--- config.mk ---
export PLATFORM = sky130hd
export DESIGN_NAME = owct_option_timing
export DESIGN_NICKNAME = d
export VERILOG_FILES = /design/src/rtl/owct_pkg.sv /design/src/rtl/owct_operand_if.sv /design/src/rtl/owct_operand_decode.sv /design/src/rtl/owct_option_timing.sv
export VERILOG_INCLUDE_DIRS = /design/src /design/src/rtl
export SDC_FILE = /design/constraint.sdc
export NUM_CORES = 1
export LEC_CHECK = 0
export ABC_CLOCK_PERIOD_IN_PS = 2150
export BUFFER_PORTS_ARGS = -buffer_cell sky130_fd_sc_hd__buf_2
export CORE_ASPECT_RATIO = 0.7
export CORE_MARGIN = 2
export CORE_UTILIZATION = 48
export DETAILED_ROUTE_END_ITERATION = 10
export GPL_ROUTABILITY_DRIVEN = 1
export GPL_TIMING_DRIVEN = 0
export PLACE_DENSITY = 0.82
export SETUP_SLACK_MARGIN = 0.1
export SYNTH_ARGS = -nofsm -noshare
export SYNTH_HDL_FRONTEND = slang
export SYNTH_SLANG_ARGS = --single-unit
--- constraint.sdc ---
create_clock -name clk_i -period 2.15 [get_ports clk_i]
set_clock_uncertainty 0.05 [all_clocks]
set_input_delay 0.3225 -clock clk_i [delete_from_list [all_inputs] [get_ports clk_i]]
set_output_delay 0.3225 -clock clk_i [all_outputs]
set_load 0.01 [all_outputs]
--- src/rtl/owct_defines.svh ---
// option word bit positions, reset values and timing counts
`ifndef OWCT_DEFINES_SVH
`define OWCT_DEFINES_SVH
// ----------------------------------------
// option word layout
// ----------------------------------------
`define OWCT_CFG_W 13
`define OWCT_B_OSC_TYPE 12
`define OWCT_B_WDT_DIS 11
`define OWCT_B_CYCLE_CLOCKS_SEL 10
`define OWCT_B_PROT_N 9
`define OWCT_B_XFREQ 8
`define OWCT_B_RC_SRC 7
`define OWCT_B_PWR 6
`define OWCT_B_DLY0 5
`define OWCT_B_DLY1 4
`define OWCT_ID_MSB 3
`define OWCT_ID_LSB 0
`define OWCT_CFG_RST 13'h1FFF
// ----------------------------------------
// timing
// ----------------------------------------
`define OWCT_CLK_MHZ 40
`define OWCT_DLY50_NS 50
`define OWCT_DLY100_NS 100
`define OWCT_DLY50_CYC ((`OWCT_DLY50_NS * `OWCT_CLK_MHZ) / 1000)
`define OWCT_DLY100_CYC ((`OWCT_DLY100_NS * `OWCT_CLK_MHZ) / 1000)
`define OWCT_PH_LAST2 2'h1
`define OWCT_PH_LAST4 2'h3
// ----------------------------------------
// instruction decode constants
// ----------------------------------------
`define OWCT_PC_REG 6'h02
`define OWCT_IO_TOP 6'h0F
`define OWCT_OP_RET 13'h0012
`define OWCT_OP_RETURN_FROM_INTERRUPT 13'h0013
`define OWCT_OP_TBL 13'h0020
`define OWCT_BANK_MSB 7
`define OWCT_BANK_LSB 6
`endif

--- src/rtl/owct_pkg.sv ---
// shared types of the option word and cycle timing block
package owct_pkg;
  typedef enum logic [1:0] {BOP_NONE, BOP_SET, BOP_CLR, BOP_TEST} owct_bitop_t;
  typedef enum logic [1:0] {EX_IDLE, EX_ONE, EX_TWO} owct_exec_t;
endpackage

--- src/rtl/owct_operand_if.sv ---
// operand bundle between the timing core and the operand decoder
`timescale 1ns/100ps
`default_nettype none
interface owct_operand_if;
  logic [12:0] instr;
  logic [1:0] bank;
  logic [7:0] addr;
  logic [7:0] bit_mask;
  logic is_io;
  logic is_pc_dest;
  logic [7:0] lit8;
  logic [9:0] lit10;
  modport dec (input instr, bank, output addr, bit_mask, is_io, is_pc_dest, lit8, lit10);
  modport core (output instr, bank, input addr, bit_mask, is_io, is_pc_dest, lit8, lit10);
endinterface
`default_nettype wire

--- src/rtl/owct_operand_decode.sv ---
// operand field decoder: register designator, bank, bit and literal fields
`timescale 1ns/100ps
`default_nettype none
`include "owct_defines.svh"
module owct_operand_decode #(
  parameter int BIT_FIELD_LSB = 6
) (
  owct_operand_if.dec op
);
  // ----------------------------------------
  // field extraction
  // ----------------------------------------
  wire [5:0] reg_field = op.instr[5:0];
  wire [2:0] bit_field = op.instr[BIT_FIELD_LSB +: 3];
  // bank bits extend the 6-bit designator into a full address
  assign op.addr = {op.bank, reg_field};
  // i/o and general registers share one designator field
  assign op.is_io = (reg_field <= `OWCT_IO_TOP);
  assign op.is_pc_dest = (reg_field == `OWCT_PC_REG);
  assign op.bit_mask = 8'h01 << bit_field;
  // literal fields, both taken from the low end of the word
  assign op.lit8 = op.instr[7:0];
  assign op.lit10 = op.instr[9:0];
endmodule
`default_nettype wire

--- src/rtl/owct_option_timing.sv ---
// option word loader and instruction cycle timing core
`timescale 1ns/100ps
`default_nettype none
`include "owct_defines.svh"
// Behaviour
// - bit 12: 0 rc oscillator, 1 crystal
// - bit 11: 0 enables watchdog, 1 disables
// - bit 10: two or four clocks per cycle
// - bit 9 low enables code protection
// - bit 8 selects low/high crystal range
// - bit 7: internal c or external rc
// - bit 6: low or high oscillator power
// - delay bits pick 0, 50, 100 ns
// - bits 3..0 are inert user id
// - instructions are one 13-bit word
// - normal instruction takes one instruction cycle
// - pc writes, flow changes, taken skips: two
// - any register bit set, clear, test
// - i/o registers addressed like general ones
// - pointer bits 7:6 select register bank
// - literals are 8 or 10 bits
module owct_option_timing
  import owct_pkg::*;
(
  input wire logic clk_i,
  input wire logic resetn_i,
  input wire logic [12:0] cfg_word_i,
  input wire logic [12:0] instr_i,
  input wire logic instr_valid_i,
  input wire logic flow_change_i,
  input wire logic skip_true_i,
  input wire owct_bitop_t bit_op_i,
  input wire logic [7:0] reg_rdata_i,
  input wire logic [7:0] rsp_i,
  input wire logic serial_data_in_i,
  output logic osc_is_xtal_o,
  output logic osc_ext_rc_o,
  output logic osc_int_c_ext_r_o,
  output logic high_crystal_mode_o,
  output logic low_crystal_mode_o,
  output logic osc_high_power_o,
  output logic wdt_enable_o,
  output logic four_clk_cycle_o,
  output logic code_protect_o,
  output logic [1:0] sdi_delay_sel_o,
  output logic [3:0] user_id_o,
  output logic cfg_conflict_o,
  output logic cycle_strobe_o,
  output logic instr_accept_o,
  output logic instr_done_o,
  output logic two_cycle_o,
  output logic [7:0] reg_addr_o,
  output logic reg_is_io_o,
  output logic reg_we_o,
  output logic [7:0] reg_wdata_o,
  output logic bit_test_o,
  output logic [7:0] lit8_o,
  output logic [9:0] lit10_o,
  output logic serial_data_dly_o
);
  // ----------------------------------------
  // option word capture
  // ----------------------------------------
  logic [12:0] cfg;
  // word is sampled while reset is held and frozen after release
  always_ff @(posedge clk_i) begin
    if (!resetn_i) begin
      cfg <= cfg_word_i;
    end
  end

  // ----------------------------------------
  // option decode
  // ----------------------------------------
  wire is_xtal = cfg[`OWCT_B_OSC_TYPE];
  wire xfreq = cfg[`OWCT_B_XFREQ];
  wire hi_pwr = cfg[`OWCT_B_PWR];
  // rc source only counts when rc type is chosen
  wire ext_rc = !is_xtal && cfg[`OWCT_B_RC_SRC];
  wire int_c = !is_xtal && !cfg[`OWCT_B_RC_SRC];
  wire high_crystal_mode = is_xtal && xfreq;
  wire low_crystal_mode = is_xtal && !xfreq && !hi_pwr;
  // flags words the programmer should never write
  wire conflict = (!is_xtal && xfreq) || (is_xtal && !xfreq && hi_pwr);
  wire four = cfg[`OWCT_B_CYCLE_CLOCKS_SEL];
  wire [1:0] dly_sel = {cfg[`OWCT_B_DLY1], cfg[`OWCT_B_DLY0]};

  // decoded options refresh every edge from the frozen word
  always_ff @(posedge clk_i) begin
    osc_is_xtal_o <= is_xtal;
    osc_ext_rc_o <= ext_rc;
    osc_int_c_ext_r_o <= int_c;
    high_crystal_mode_o <= high_crystal_mode;
    low_crystal_mode_o <= low_crystal_mode;
    osc_high_power_o <= hi_pwr;
    wdt_enable_o <= !cfg[`OWCT_B_WDT_DIS];
    four_clk_cycle_o <= four;
    code_protect_o <= !cfg[`OWCT_B_PROT_N];
    sdi_delay_sel_o <= dly_sel;
    user_id_o <= cfg[`OWCT_ID_MSB:`OWCT_ID_LSB];
    cfg_conflict_o <= conflict;
  end

  // ----------------------------------------
  // serial input synchroniser and delay
  // ----------------------------------------
  logic sdi_s1;
  logic sdi_s2;
  logic sdi_s3;
  logic sdi_filt;
  logic [3:0] sdi_line;
  // a change counts only once stages two and three agree
  wire next_sdi_filt = (sdi_s2 == sdi_s3) ? sdi_s2 : sdi_filt;
  // unlisted code 00 falls back to no delay
  wire sdi_tap = (dly_sel == 2'h1) ? sdi_line[`OWCT_DLY50_CYC - 1] :
                 (dly_sel == 2'h2) ? sdi_line[`OWCT_DLY100_CYC - 1] : sdi_filt;
  always_ff @(posedge clk_i) begin
    if (!resetn_i) begin
      sdi_s1 <= 1'h0;
      sdi_s2 <= 1'h0;
      sdi_s3 <= 1'h0;
      sdi_filt <= 1'h0;
      sdi_line <= 4'h0;
      serial_data_dly_o <= 1'h0;
    end else begin
      sdi_s1 <= serial_data_in_i;
      sdi_s2 <= sdi_s1;
      sdi_s3 <= sdi_s2;
      sdi_filt <= next_sdi_filt;
      sdi_line <= {sdi_line[2:0], sdi_filt};
      serial_data_dly_o <= sdi_tap;
    end
  end

  // ----------------------------------------
  // instruction cycle phase
  // ----------------------------------------
  logic [1:0] ph;
  // the oscillator clock is clk_i; one cycle is 2 or 4 of them
  wire cyc_last = (ph == (four ? `OWCT_PH_LAST4 : `OWCT_PH_LAST2));
  wire [1:0] next_ph = cyc_last ? 2'h0 : ph + 2'h1;
  always_ff @(posedge clk_i) begin
    if (!resetn_i) begin
      ph <= 2'h0;
      cycle_strobe_o <= 1'h0;
    end else begin
      ph <= next_ph;
      cycle_strobe_o <= cyc_last;
    end
  end

  // ----------------------------------------
  // operand decode
  // ----------------------------------------
  owct_operand_if op_bus ();
  assign op_bus.instr = instr_i;
  assign op_bus.bank = rsp_i[`OWCT_BANK_MSB:`OWCT_BANK_LSB];
  owct_operand_decode #(
    .BIT_FIELD_LSB(6)
  ) u_dec (
    .op(op_bus)
  );

  // ----------------------------------------
  // execution sequencing
  // ----------------------------------------
  owct_exec_t state;
  owct_exec_t next_state;
  owct_bitop_t bop;
  logic [7:0] mask;
  logic pc_change;
  // register destination ops: top bits clear, bit 6 set, nonzero group
  wire dest_r = (instr_i[12:10] == 3'h0) && instr_i[6] && (instr_i[9:6] != 4'h1 ||
                instr_i[6]);
  wire writes_pc = dest_r && op_bus.is_pc_dest && (instr_i[12:6] != 7'h00);
  wire fixed_flow = (instr_i == `OWCT_OP_RET) || (instr_i == `OWCT_OP_RETURN_FROM_INTERRUPT) ||
                    (instr_i == `OWCT_OP_TBL);
  wire first_end = cyc_last && (state == EX_ONE);
  // second cycle when the pc moves or a skip tests true
  wire need_two = pc_change || skip_true_i;
  wire finish = cyc_last && ((state == EX_ONE && !need_two) || state == EX_TWO);
  wire take = cyc_last && instr_valid_i && (state == EX_IDLE || finish);
  wire bit_wr = first_end && (bop == BOP_SET || bop == BOP_CLR);
  wire [7:0] set_val = reg_rdata_i | mask;
  wire [7:0] clr_val = reg_rdata_i & ~mask;

  // state choice kept combinational so the flops below stay short
  always_comb begin
    next_state = state;
    case (state)
      EX_IDLE: begin
        if (take) begin
          next_state = EX_ONE;
        end
      end
      EX_ONE: begin
        if (cyc_last) begin
          next_state = need_two ? EX_TWO : (take ? EX_ONE : EX_IDLE);
        end
      end
      EX_TWO: begin
        if (cyc_last) begin
          next_state = take ? EX_ONE : EX_IDLE;
        end
      end
      default: begin
        next_state = EX_IDLE;
      end
    endcase
  end

  // instruction capture on the boundary it is taken
  always_ff @(posedge clk_i) begin
    if (!resetn_i) begin
      bop <= BOP_NONE;
      mask <= 8'h00;
      pc_change <= 1'h0;
      reg_addr_o <= 8'h00;
      reg_is_io_o <= 1'h0;
      lit8_o <= 8'h00;
      lit10_o <= 10'h000;
    end else if (take) begin
      bop <= bit_op_i;
      mask <= op_bus.bit_mask;
      pc_change <= writes_pc || fixed_flow || flow_change_i;
      reg_addr_o <= op_bus.addr;
      reg_is_io_o <= op_bus.is_io;
      lit8_o <= op_bus.lit8;
      lit10_o <= op_bus.lit10;
    end
  end

  // sequencing flags and bit operation results
  always_ff @(posedge clk_i) begin
    if (!resetn_i) begin
      state <= EX_IDLE;
      instr_accept_o <= 1'h0;
      instr_done_o <= 1'h0;
      two_cycle_o <= 1'h0;
      reg_we_o <= 1'h0;
      reg_wdata_o <= 8'h00;
      bit_test_o <= 1'h0;
    end else begin
      state <= next_state;
      instr_accept_o <= take;
      instr_done_o <= finish;
      two_cycle_o <= (next_state == EX_TWO);
      reg_we_o <= bit_wr;
      if (bit_wr) begin
        reg_wdata_o <= (bop == BOP_SET) ? set_val : clr_val;
      end
      if (first_end && bop == BOP_TEST) begin
        bit_test_o <= |(reg_rdata_i & mask);
      end
    end
  end

  // ----------------------------------------
  // checks
  // ----------------------------------------
  property p_cfg_held;
    @(posedge clk_i) disable iff (!resetn_i)
      $past(resetn_i) |-> $stable(cfg);
  endproperty
  a_cfg_held: assert property (p_cfg_held) else $error("option word moved");

  property p_osc_type;
    @(posedge clk_i) disable iff (!resetn_i)
      $past(resetn_i) |-> osc_is_xtal_o == $past(cfg[`OWCT_B_OSC_TYPE]);
  endproperty
  a_osc_type: assert property (p_osc_type) else $error("osc type wrong");

  property p_wdt;
    @(posedge clk_i) disable iff (!resetn_i)
      $past(resetn_i) |-> wdt_enable_o != $past(cfg[`OWCT_B_WDT_DIS]);
  endproperty
  a_wdt: assert property (p_wdt) else $error("watchdog enable inverted");

  property p_four_clk;
    @(posedge clk_i) disable iff (!resetn_i)
      cycle_strobe_o && four |=> !cycle_strobe_o [*3] ##1 cycle_strobe_o;
  endproperty
  a_four_clk: assert property (p_four_clk) else $error("four clock cycle");

  property p_two_clk;
    @(posedge clk_i) disable iff (!resetn_i)
      cycle_strobe_o && !four |=> !cycle_strobe_o ##1 cycle_strobe_o;
  endproperty
  a_two_clk: assert property (p_two_clk) else $error("two clock cycle");

  property p_protect;
    @(posedge clk_i) disable iff (!resetn_i)
      $past(resetn_i) |-> code_protect_o == !$past(cfg[`OWCT_B_PROT_N]);
  endproperty
  a_protect: assert property (p_protect) else $error("protect level wrong");

  property p_xtal_range;
    @(posedge clk_i) disable iff (!resetn_i)
      (high_crystal_mode_o || low_crystal_mode_o) |-> osc_is_xtal_o;
  endproperty
  a_xtal_range: assert property (p_xtal_range) else $error("crystal range in rc");

  property p_sdi50;
    @(posedge clk_i) disable iff (!resetn_i)
      $past(resetn_i, 4) && dly_sel == 2'h1 |-> serial_data_dly_o == $past(sdi_filt, 3);
  endproperty
  a_sdi50: assert property (p_sdi50) else $error("50 ns delay wrong");

  property p_sdi100;
    @(posedge clk_i) disable iff (!resetn_i)
      $past(resetn_i, 6) && dly_sel == 2'h2 |-> serial_data_dly_o == $past(sdi_filt, 5);
  endproperty
  a_sdi100: assert property (p_sdi100) else $error("100 ns delay wrong");

  // first cycle ends either in done or in the second cycle, never both
  property p_one_cycle;
    @(posedge clk_i) disable iff (!resetn_i)
      instr_accept_o && !four_clk_cycle_o |-> ##2 (instr_done_o ^ two_cycle_o);
  endproperty
  a_one_cycle: assert property (p_one_cycle) else $error("two clock first cycle end");

  property p_one_cycle4;
    @(posedge clk_i) disable iff (!resetn_i)
      instr_accept_o && four_clk_cycle_o |-> ##4 (instr_done_o ^ two_cycle_o);
  endproperty
  a_one_cycle4: assert property (p_one_cycle4) else $error("four clock first cycle end");

  property p_two_cycle;
    @(posedge clk_i) disable iff (!resetn_i)
      two_cycle_o && !$past(two_cycle_o) |-> !instr_done_o ##[1:4] instr_done_o;
  endproperty
  a_two_cycle: assert property (p_two_cycle) else $error("second cycle lost");

  // op and mask of the write edge; a new take may already have replaced them
  property p_bit_set;
    @(posedge clk_i) disable iff (!resetn_i)
      reg_we_o && $past(bop) == BOP_SET |-> (reg_wdata_o & $past(mask)) == $past(mask);
  endproperty
  a_bit_set: assert property (p_bit_set) else $error("bit not set");

  property p_bit_clr;
    @(posedge clk_i) disable iff (!resetn_i)
      reg_we_o && $past(bop) == BOP_CLR |-> (reg_wdata_o & $past(mask)) == 8'h00;
  endproperty
  a_bit_clr: assert property (p_bit_clr) else $error("bit not cleared");
endmodule
`default_nettype wire

==> results of run 1 <==
## worst paths after layout
kind / end / slack (ns) / cells past startpoint
setup / recovery: reg_addr_o[5] / 0.40 / 6
hold / removal: cfg[0] / 0.10 / 1
setup reg to reg: reg_addr_o[5] / 0.40 / 6
hold reg to reg: user_id_o[2] / 0.29 / 0
## cells by family after synthesis
family                   count (synthesis)  synth area share (%)
multiplexers                            13                  4.54
AND/OR/NAND/NOR                        100                  17.3
XOR/XNOR                                 2                 0.865
AO/OA/AOI/OAI                           47                  10.0
buffers and inverters                   32                  6.57
adder cells (fa/ha/maj)                  2                 0.865
flip-flops                              80                  59.8
## metrics by stage
step / hold WS (ns) / instances
after floorplan: 0.273 / 276
after global placement: 0.275 / 452
after detailed placement: 0.279 / 452
after CTS: 0.0855 / 468
after global routing: 0.0791 / 468
final: 0.101 / 468
## sequential cells by signal, summed over array words and instances (netlist names), 2 cells and up
name and cells:
sdi_delay_sel_o 2, sdi_line 4, reg_addr_o 8, ph 2
user_id_o 4, mask 8, reg_wdata_o 8, lit10_o 3
cfg 13, bop 2, state 2
## synthesized netlist by cell type (3+ instances only)
master | n | area share [%]
nand4_1 | 3 | 0.65
a22oi_1 | 4 | 1.0
nor2_1 | 23 | 3.0
clkbuf_1 | 8 | 1.0
inv_1 | 4 | 0.52
mux2i_1 | 12 | 4.2
and2_1 | 12 | 2.6
nand4b_1 | 3 | 0.91
dfxtp_1 | 67 | 46
a211oi_1 | 10 | 2.6
o21ai_0 | 3 | 0.52
edfxtp_1 | 13 | 13
a21oi_1 | 27 | 4.7
nand2_1 | 43 | 5.6
buf_4 | 16 | 4.2
## routing by layer
layer	part of all wire [%]	routed length (um)
met1	46	2740
met3	8.2	491
met5	0	0
met2	45	2710
met4	0.80	48
## placed cells by master (no fill, tap or decap), drive strengths merged
cell type  netlist  final
a211oi          10     10
clkinvlp         0      1
ha               2      2
a22oi            4      4
xnor2            2      2
nor3b            1      1
o21ai            4      4
bufinv           0      1
or3b             1      1
mux2             1      1
dfxtp           67     67
nor2b            2      2
nand2           43     43
buf             20    121
and2            12     12
nand4            4      4
nand2b           2      2
nand3            2      2
edfxtp          13     13
clkbuf           8     18
inv              4      4
clkinv           0      4
o221ai           1      1
nor4b            1      1
a21oi           27     27
o31ai            1      1
or4              1      1
nor2            23     23
nand3b           2      2
nand4b           3      3
mux2i           12     12
and4b            1      1
or4b             1      1
and4             1      1
## report_power, final
| part | total [W] | internal, W | switching [W] |
|---|---|---|---|
| clock network | 0.00105 | 0.000531 | 0.000515 |
| registers | 0.00162 | 0.00159 | 0.0000337 |
| logic | 0.000238 | 0.000109 | 0.000129 |
| total | 0.00290 | 0.00223 | 0.000678 |
## final cells by class
class / instances / share of cell area (%)
Clock inverter: 6 / 1.63
Sequential cell: 80 / 47.0
Tap cell: 75 / 2.55
Timing Repair Buffer: 101 / 13.7
Clock buffer: 10 / 3.47
Buffer: 28 / 4.76
Inverter: 4 / 0.408
Multi-Input combinational cell: 164 / 26.4
==> summary.md, run 1 <==
| Metric | Value |
|---|---|
| Combined area of the multi-input logic cells | `972 um^2` |
| Worst Setup End Kind | `flop` |
| Placed Area | `roughly 3500 um^2` |
| PortBufs | `101` |
| Startpoint types | `flop` |
| Routability congestion estimate | `0.848` |
| Fmax | `0.570 GHz` |
| Clk slew on worst S/H paths | `about 0.08 ns` |
| HP Start | `cfg_word_i[0]` |
| RSZ-0062 raised after global routing | `no` |
| I/O pins | `approximately 110` |
| Storage cell area | `1730 um^2` |
| Worst setup margin | `0.395 ns` |
| Critical Path Fanout Max | `10` |
| Initial core utilization | `50.0%` |
| Setup TNS | `0 ns` |
| WS Path Type | `reg -> reg` |
| Post_cts resized | `0` |
| TritonRoute pass-1 iters | `4` |
| GRT met3 Usage | `a little over 8%` |
| Async set-reset flop share out of synthesis | `0%` |
| First-pass GRT wire length | `approximately 9100 um` |
| Tcrit/Tclk final | `~80%` |
| Met1 usage | `a little over a fifth` |
| Yosys reg bits | `80` |
| Core Region | `~5800 um^2` |
| Hold Fails Final Rpt | `0` |
| Cell family with most CP delay | `flip-flops` |
| Via count | `2307` |
| Post-synth EDFFs | `13` |
| CP most frequent cell | `buf_2` |
| Nets | `440` |
| Met2 Use GR | `28.0%` |
| Remaining Overflow, GRT | `0` |
| CP Cell Sequence | `xnor2_2 > and4_1 > buf_2 > buf_2 > nand2_1 > a21oi_1` |
| Syn Inst Count | `roughly 280` |
| Endpoints failing setup | `0` |
| Setup WS pre-CTS | `0.243 ns` |
| Hold_buf cts | `0` |
| Sequential fraction of the synthesis area | `roughly 60%` |
| Min-Delay Path Class | `in -> reg` |
| TritonCTS clock tree | `yes` |
| Slew HR | `between 20% and 30%` |
| Post-CTS setup buffer count | `0` |
| Root buffer cell | `clkbuf_8` |
| Layout Utilization | `between 60% and 70%` |
| Overall Global Routing Usage | `between 15 and 20%` |
| Clock Path Buffers | `2` |
| Power Total | `approximately 0.0029 W` |
| Critical path arrival | `approximately 2.0 ns` |
| DR iter-0 viols | `between 60 and 70` |
| Mapped cell area | `approximately 2900 um^2` |
| N_diodes | `0` |
| Synth cell types | `37` |
| Per-cell routed wire length | `12.8 um` |
| Worst stage delay on the critical path | `0.45 ns` |
| Syn Area/Cell | `10.5 um^2` |
| PwrDens | `a little under 800 nW/um^2` |
| Num rows | `23` |
| P_leak | `around 1.6 nW` |
| Die Wd | `a little under 100 um` |
| Fin crit period | `1.75 ns` |
| Final Max Tran Viols | `0` |
| Via-per-instance ratio | `between 4 and 5` |
| Share of cells above drive strength 1 | `35.1%` |
| Routed Antenna Nets | `0` |
| Most used DFF post-synth | `dfxtp_1` |
| Die area | `6680 um^2` |
| Die Y | `69.0 um` |
| HPWL after detailed placement | `~4400 um` |
| CP Data Required Time | `2.36 ns` |
| Status | `complete, no violations` |
| Setup crit start | `cfg[10]` |
| Vias in the first global route | `slightly below 2000` |
| Routed Wire Length | `about 6000 um` |
| Num CTS Buffers | `9` |
| R2r startpoint | `cfg[10]` |
| Maximum VDD drop | `0.386 mV` |
| Detailed-route DRC error count | `0` |
| CP bufs+invs | `2` |
| CP max-delay cell | `edfxtp_1` |
| # clock sinks | `80` |
| Synth warn | `0` |
| Initial antenna violation count | `0` |
| Maxcap violations | `0` |
| Post-route cell area | `3680 um^2` |
| H-tree depth | `3` |
| Largest net degree at the start of global routing | `23` |
| Worst-skew pair later-pin latency | `0.34 ns` |
| Worst-Margin Slew | `around 1.1 ns` |
| Area grow syn2layout | `27.2%` |
| Mapped Nets | `~330` |
| Layer with the highest usage | `met2` |
| # fillers | `around 500` |
No activity file was read; power rests on OpenSTA's default activity.
==> run 2, diff against run 1 <==
--- a/config.mk
+++ b/config.mk
@@ -6,15 +6,15 @@
 export SDC_FILE = /design/constraint.sdc
 export NUM_CORES = 1
 export LEC_CHECK = 0
-export ABC_CLOCK_PERIOD_IN_PS = 2150
+export ABC_CLOCK_PERIOD_IN_PS = 1400
 export BUFFER_PORTS_ARGS = -buffer_cell sky130_fd_sc_hd__buf_2
 export CORE_ASPECT_RATIO = 0.7
 export CORE_MARGIN = 2
-export CORE_UTILIZATION = 48
+export CORE_UTILIZATION = 44
 export DETAILED_ROUTE_END_ITERATION = 10
 export GPL_ROUTABILITY_DRIVEN = 1
 export GPL_TIMING_DRIVEN = 0
-export PLACE_DENSITY = 0.82
+export PLACE_DENSITY = 0.79
 export SETUP_SLACK_MARGIN = 0.1
 export SYNTH_ARGS = -nofsm -noshare
 export SYNTH_HDL_FRONTEND = slang
==> constraint.sdc (replaced) <==
create_clock -name clk_i -period 1.4 [get_ports clk_i]
set_clock_uncertainty 0.05 [all_clocks]
set_input_delay 0.21 -clock clk_i [delete_from_list [all_inputs] [get_ports clk_i]]
set_output_delay 0.21 -clock clk_i [all_outputs]
set_load 0.01 [all_outputs]
==> run 2 against run 1 <==
Net effect: the flow now finishes with violations (negative setup slack); critical path type unchanged; largest power group unchanged; largest cell class unchanged; via count grew 8.5%; critical endpoint is now mask[6]; setup slack got worse by 0.67 ns; highest routed layer unchanged; worst hold slack lost 0.080 ns.
==> summary.md, run 2 (same netlist as run 1, synthesis figures left out) <==
| Metric | Value |
|---|---|
| Status | `complete, but fails checks` |
| Violated checks | `negative setup slack` |
| CP Data Required Time | `1.64 ns (-0.72 ns)` |
| Final Max Tran Viols | `0 (unchanged)` |
| Num CTS Buffers | `9 (unchanged)` |
| Worst stage delay on the critical path | `0.48 ns (+0.03 ns)` |
| Most frequent cells in the layout | `101 x buf_2, 65 x dfxtp_1, 34 x nand2_1, 21 x buf_4, 17 x nor2_1` |
| Setup crit start | `cfg[10]` |
| Root buffer cell | `clkbuf_8` |
| Tcrit/Tclk final | `119% (+38 points)` |
| H-tree depth | `3 (unchanged)` |
| Commonest non-fill, non-tap cell in the layout | `buf_2` |
| CP most frequent cell | `buf_8` |
| Remaining Overflow, GRT | `0 (unchanged)` |
| Endpoints failing setup | `39 (+39)` |
| Fin crit period | `1.67 ns (-0.0832 ns)` |
| CP bufs+invs | `2 (unchanged)` |
| Critical Path Fanout Max | `7 (-3)` |
| Reg with most FFs | `cfg` |
| # clock sinks | `80 (unchanged)` |
| CP max-delay cell | `edfxtp_1` |
| WS Path Type | `reg -> reg` |
| Power Total | `0.00470 W (+62%)` |
| Worst setup margin | `-0.272 ns (-0.667 ns)` |
| PortBufs | `101 (unchanged)` |
| RSZ-0062 raised after global routing | `yes` |
| Min-Delay Path Class | `in -> reg` |
| Per-cell routed wire length | `14.8 um (+16%)` |
| DR iter-0 viols | `95 (+51%)` |
| HP Start | `serial_data_in_i` |
| Die area | `7250 um^2 (+8.6%)` |
| Slew HR | `50.5% (+23 points)` |
| Num rows | `24 (+4.3%)` |
| Nets | `465 (+5.7%)` |
| Die Wd | `101 um (+4.3%)` |
| Layout Utilization | `66.6% (+2.9 points)` |
| Cell family with most CP delay | `flip-flops` |
| HPWL after detailed placement | `4810 um (+8.4%)` |
| Die Y | `71.9 um (+4.2%)` |
| TritonRoute pass-1 iters | `4 (unchanged)` |
| Via-per-instance ratio | `5.05 (+2.4%)` |
| First-pass GRT wire length | `11400 um (+26%)` |
| Routability congestion estimate | `0.796 (-6.1%)` |
| Max reg flops | `13 (unchanged)` |
| P_leak | `1.82 nW (+12%)` |
| R2r startpoint | `cfg[10]` |
| I/O pins | `108 (unchanged)` |
| TritonCTS clock tree | `yes` |
| Routed Antenna Nets | `0 (unchanged)` |
| Overall Global Routing Usage | `20.7% (+3.2 points)` |
| CP Cell Sequence | `xnor2_4 > and4_4 > buf_8 > buf_8 > nand4b_1 > a21oi_2` |
| Area grow syn2layout | `45.1%` |
| Routed Wire Length | `7350 um (+23%)` |
| Hold WS | `0.0207 ns (-0.0804 ns)` |
| Vias in the first global route | `2354 (+21%)` |
| Via count | `2504 (+8.5%)` |
| Core Region | `6310 um^2 (+9.0%)` |
| N_diodes | `0 (unchanged)` |
| Maximum VDD drop | `0.598 mV (+55%)` |
| Startpoint types | `flop` |
| Fmax | `0.598 GHz (+5.0%)` |
| Maxcap violations | `0 (unchanged)` |
| Clk slew on worst S/H paths | `0.09 ns (about the same)` |
| Clock Path Buffers | `2 (unchanged)` |
| Initial antenna violation count | `0 (unchanged)` |
| Worst-Margin Slew | `0.743 ns (-0.340 ns)` |
| Worst Setup End Kind | `flop` |
| Critical path arrival | `1.91 ns (-0.05 ns)` |
| Hold Fails Final Rpt | `0 (unchanged)` |
| # fillers | `491 (+0.82%)` |
| Share of cells above drive strength 1 | `47.6% (+12 points)` |
| PwrDens | `1120 nW/um^2 (+42%)` |
| Largest net degree at the start of global routing | `23 (unchanged)` |
| Initial core utilization | `45.9% (-4.1 points)` |
| Worst-skew pair later-pin latency | `0.36 ns (+0.02 ns)` |
| Detailed-route DRC error count | `0 (unchanged)` |
## run 2: worst paths after layout
kind	end	slack, ns	cells after the start
min reg2reg	user_id_o[2]	0.30	0
max	mask[6]	-0.27	6
min	sdi_s1	0.02	2
max reg2reg	mask[6]	-0.27	6
## run 2: through the flow
step	TNS, ns	instance area [um^2]	cells	setup WS (ns)
after floorplan	-0.544	2960	276	-0.141
after global placement	-5.76	3570	455	-0.283
after detailed placement	-6.90	3570	455	-0.333
after CTS	-7.06	4120	495	-0.278
after global routing	-9.50	4200	496	-0.334
final	-6.81	4200	496	-0.272
## run 2: report_power, final
group	switching (W)	internal, W
registers	0.0000579	0.00244
clock network	0.000869	0.000841
logic	0.000251	0.000249
## run 2: routing by layer
layer | vias up | share of wire (%) | global-route usage, %
li1 | 1204 | - | -
met1 | 1227 | 44 | 26.6
met2 | 65 | 50 | 33.6
met3 | 8 | 4.7 | 7.51
met4 | 0 | 0.95 | 4.80
met5 | - | 0 | 0
## run 2: what timing repair did
action,CTS,global route
setup endpoints to repair,39,40
cloned,3,0
gates resized for setup,21,32
hold buffers,13,0
setup buffers,8,2
endpoints found under the hold margin,13,0
pin swaps,9,10
## run 2: cell type report
| class | count | area, um^2 | area share [%] |
|---|---|---|---|
| Sequential cell | 80 | 1730 | 41.3 |
| Inverter | 4 | 15.0 | 0.358 |
| Timing Repair Buffer | 126 | 778 | 18.5 |
| Clock buffer | 9 | 124 | 2.95 |
| Clock inverter | 7 | 77.6 | 1.85 |
| Buffer | 28 | 220 | 5.24 |
| Multi-Input combinational cell | 164 | 1150 | 27.4 |
| Tap cell | 78 | 97.6 | 2.32 |
==> run 3, diff against run 2 <==
--- a/config.mk
+++ b/config.mk
@@ -10,11 +10,12 @@
 export BUFFER_PORTS_ARGS = -buffer_cell sky130_fd_sc_hd__buf_2
 export CORE_ASPECT_RATIO = 0.7
 export CORE_MARGIN = 2
-export CORE_UTILIZATION = 44
+export CORE_UTILIZATION = 41
 export DETAILED_ROUTE_END_ITERATION = 10
 export GPL_ROUTABILITY_DRIVEN = 1
 export GPL_TIMING_DRIVEN = 0
-export PLACE_DENSITY = 0.79
+export HOLD_SLACK_MARGIN = 0.08
+export PLACE_DENSITY = 0.75
 export SETUP_SLACK_MARGIN = 0.1
 export SYNTH_ARGS = -nofsm -noshare
 export SYNTH_HDL_FRONTEND = slang
==> run 3 against run 2 <==
Net effect: the run still ends with negative setup slack left; critical path depth fell by 2; sequential share of layout area fell by 1.2 points; count of clock-buffer cells in the layout did not move; combinational power rose by 4.2%; total power fell by 4.1%; sequential power barely moved; worst hold slack improved by 0.024 ns; non-clock buffer count rose by 15.
==> summary.md, run 3 (same netlist as run 1, synthesis figures left out) <==
| Metric | Value |
|---|---|
| Hold_buf cts | `25 (+12)` |
| First-pass GRT wire length | `10900 um (-4.4%)` |
| Maxcap violations | `0 (unchanged)` |
| Vias in the first global route | `2335 (-0.81%)` |
| Status | `complete, but fails checks` |
| Critical path arrival | `1.87 ns (-0.04 ns)` |
| Fmax | `0.613 GHz (+2.4%)` |
| Min-Delay Path Class | `in -> reg` |
| RSZ-0062 raised after global routing | `yes` |
| H-tree depth | `3 (unchanged)` |
| Startpoint types | `flop` |
| Clk slew on worst S/H paths | `0.08 ns (about the same)` |
| Reg2Reg Depth | `4 (-2)` |
| Maximum VDD drop | `0.545 mV (-8.9%)` |
| Setup crit start | `pc_change` |
| # fillers | `521 (+6.1%)` |
| Layer with the highest usage | `met2` |
| Die Wd | `104 um (+3.4%)` |
| Power Total | `0.00451 W (-4.1%)` |
| # clock sinks | `80 (unchanged)` |
| Num CTS Buffers | `9 (unchanged)` |
| Finished Layout Cells | `527 (+6.3%)` |
| R2r startpoint | `pc_change` |
| Hold Fails Final Rpt | `0 (unchanged)` |
| Placed Area | `3590 um^2 (+0.56%)` |
| Worst stage delay on the critical path | `0.50 ns (+0.02 ns)` |
| Num rows | `25 (+4.2%)` |
| Initial core utilization | `42.6% (-3.3 points)` |
| I/O pins | `108 (unchanged)` |
| Routed Wire Length | `7410 um (+0.86%)` |
| Worst Setup End Kind | `flop` |
| HPWL after detailed placement | `4760 um (-0.90%)` |
| Per-cell routed wire length | `14.1 um (-5.1%)` |
| DR iter-0 viols | `110 (+16%)` |
| WS Path Type | `reg -> reg` |
| Storage cell area | `1730 um^2 (-0.14%)` |
| CP Data Required Time | `1.64 ns (about the same)` |
| CP Cell Sequence | `o31ai_4 > nand4_4 > or4b_1 > a21oi_1` |
| Crit path capture | `mask[2]` |
| GRT met3 Usage | `6.57% (-0.94 points)` |
| Critical Path Fanout Max | `5 (-2)` |
| Routed Antenna Nets | `0 (unchanged)` |
| Max reg flops | `13 (unchanged)` |
| Initial antenna violation count | `0 (unchanged)` |
| Met1 usage | `22.1% (-4.6 points)` |
| PwrDens | `1040 nW/um^2 (-6.8%)` |
| Most frequent cells in the layout | `101 x buf_2, 67 x dfxtp_1, 34 x nand2_1, 25 x dlygate4sd3_1, 24 x buf_4` |
| Detailed-route DRC error count | `0 (unchanged)` |
| Instance count on the critical path | `4 (-2)` |
| Core Region | `6790 um^2 (+7.6%)` |
| Remaining Overflow, GRT | `0 (unchanged)` |
| Post-route cell area | `4320 um^2 (+2.9%)` |
| Nets | `480 (+3.2%)` |
| Layout Utilization | `63.7% (-2.9 points)` |
| Share of cells above drive strength 1 | `45.5% (-2.1 points)` |
| Commonest non-fill, non-tap cell in the layout | `buf_2` |
| Worst setup margin | `-0.232 ns (+0.0399 ns)` |
| Met2 Use GR | `31.4% (-2.2 points)` |
| Root buffer cell | `clkbuf_8` |
| Die Y | `74.3 um (+3.4%)` |
| Overall Global Routing Usage | `18.3% (-2.4 points)` |
| Routability congestion estimate | `0.871 (+9.5%)` |
| Cell family with most CP delay | `simple AND/OR/NAND/NOR gates` |
| Final Max Tran Viols | `0 (unchanged)` |
| Tcrit/Tclk final | `117% (-2.9 points)` |
| Clock Path Buffers | `2 (unchanged)` |
| Die area | `7760 um^2 (+7.0%)` |
| Slew HR | `51.8% (+1.3 points)` |
| Area grow syn2layout | `49.3%` |
| RR Endpoint | `mask[2]` |
| Inst Count DP | `471 (+3.5%)` |
| Setup slack, reg-to-reg | `-0.23 ns (+0.04 ns)` |
| CP bufs+invs | `0 (-2)` |
| TritonCTS clock tree | `yes` |
| P_leak | `1.87 nW (+2.8%)` |
| CP max-delay cell | `or4b_1` |
| PortBufs | `101 (unchanged)` |
| Via count | `2562 (+2.3%)` |
| Worst-skew pair later-pin latency | `0.35 ns (about the same)` |
| Endpoints failing setup | `38 (-2.6%)` |
| Fin crit period | `1.63 ns (-0.0399 ns)` |
| TritonRoute pass-1 iters | `4 (unchanged)` |
| Via-per-instance ratio | `4.86 (-3.7%)` |
| Hold WS | `0.0450 ns (+0.0244 ns)` |
| Largest net degree at the start of global routing | `23 (unchanged)` |
| Combined area of the multi-input logic cells | `1150 um^2 (-0.22%)` |
| Reg with most FFs | `cfg` |
| Worst-Margin Slew | `0.723 ns (-0.0198 ns)` |
| N_diodes | `0 (unchanged)` |
| Violated checks | `negative setup slack` |
==> run 3: cell types whose count changed in the layout (fill, tap and decap cells not counted), sizes merged <==
| cell | previous run | this run |
|---|---|---|
| buf | 134 | 136 |
| bufinv | 1 | 0 |
| clkbuf | 16 | 17 |
| clkinvlp | 1 | 4 |
| dlygate4sd3 | 13 | 25 |
| inv | 7 | 5 |
==> run 3: area by class of cell <==
class                      instances  area share, %
timing repair buffer             141           21.3
tap                               94           2.72
multi-input combinational        164           26.6
sequential                        80           40.1
clock inverter                     7           1.10
inverter                           4          0.347
buffer                            28           4.98
clock buffer                       9           2.87
==> run 3: what timing repair did <==
action                                  in CTS  in global routing
endpoints found under the setup margin      39                 40
gates resized for setup                     23                 25
setup buffers                               11                  2
pin swaps                                    6                 17
gates cloned                                 3                  0
endpoints found under the hold margin       26                  1
==> run 3: worst min-delay path by stage <==
stage	cells after the start	from	slack, ns	to
floorplan	0	cfg_word_i[0]	0.26	cfg[0]
global placement	0	cfg[1]	0.27	user_id_o[1]
detailed placement	0	cfg[1]	0.29	user_id_o[1]
CTS	3	resetn_i	0.03	pc_change
global route	3	resetn_i	0.07	pc_change
finish	3	resetn_i	0.05	pc_change
==> run 3: power breakdown <==
part	leakage [nW]	internal, W	switching (W)
sequential	0.675	0.00244	0.0000594
combinational	1.12	0.000267	0.000254
clock	0.0753	0.000639	0.000855
total	1.87	0.00334	0.00117
==> run 3: routing by layer <==
layer | part of all wire [%] | wire, um
met1 | 42 | 3120
met2 | 50 | 3670
met3 | 5.8 | 431
met4 | 2.5 | 184
met5 | 0 | 0
==> run 3: worst min-delay path, cell delays in order <==
cell and delay (ns):
buf_2 0.12, o21ai_2 0.05, a21oi_1 0.04
==> run 3: stage by stage <==
step,worst slack (ns),TNS [ns]
4_1_cts,-0.251,-6.37
6_report,-0.232,-5.30
2_1_floorplan,-0.141,-0.544
3_3_place_gp,-0.268,-5.60
5_1_grt,-0.296,-8.71
3_5_place_dp,-0.317,-7.00
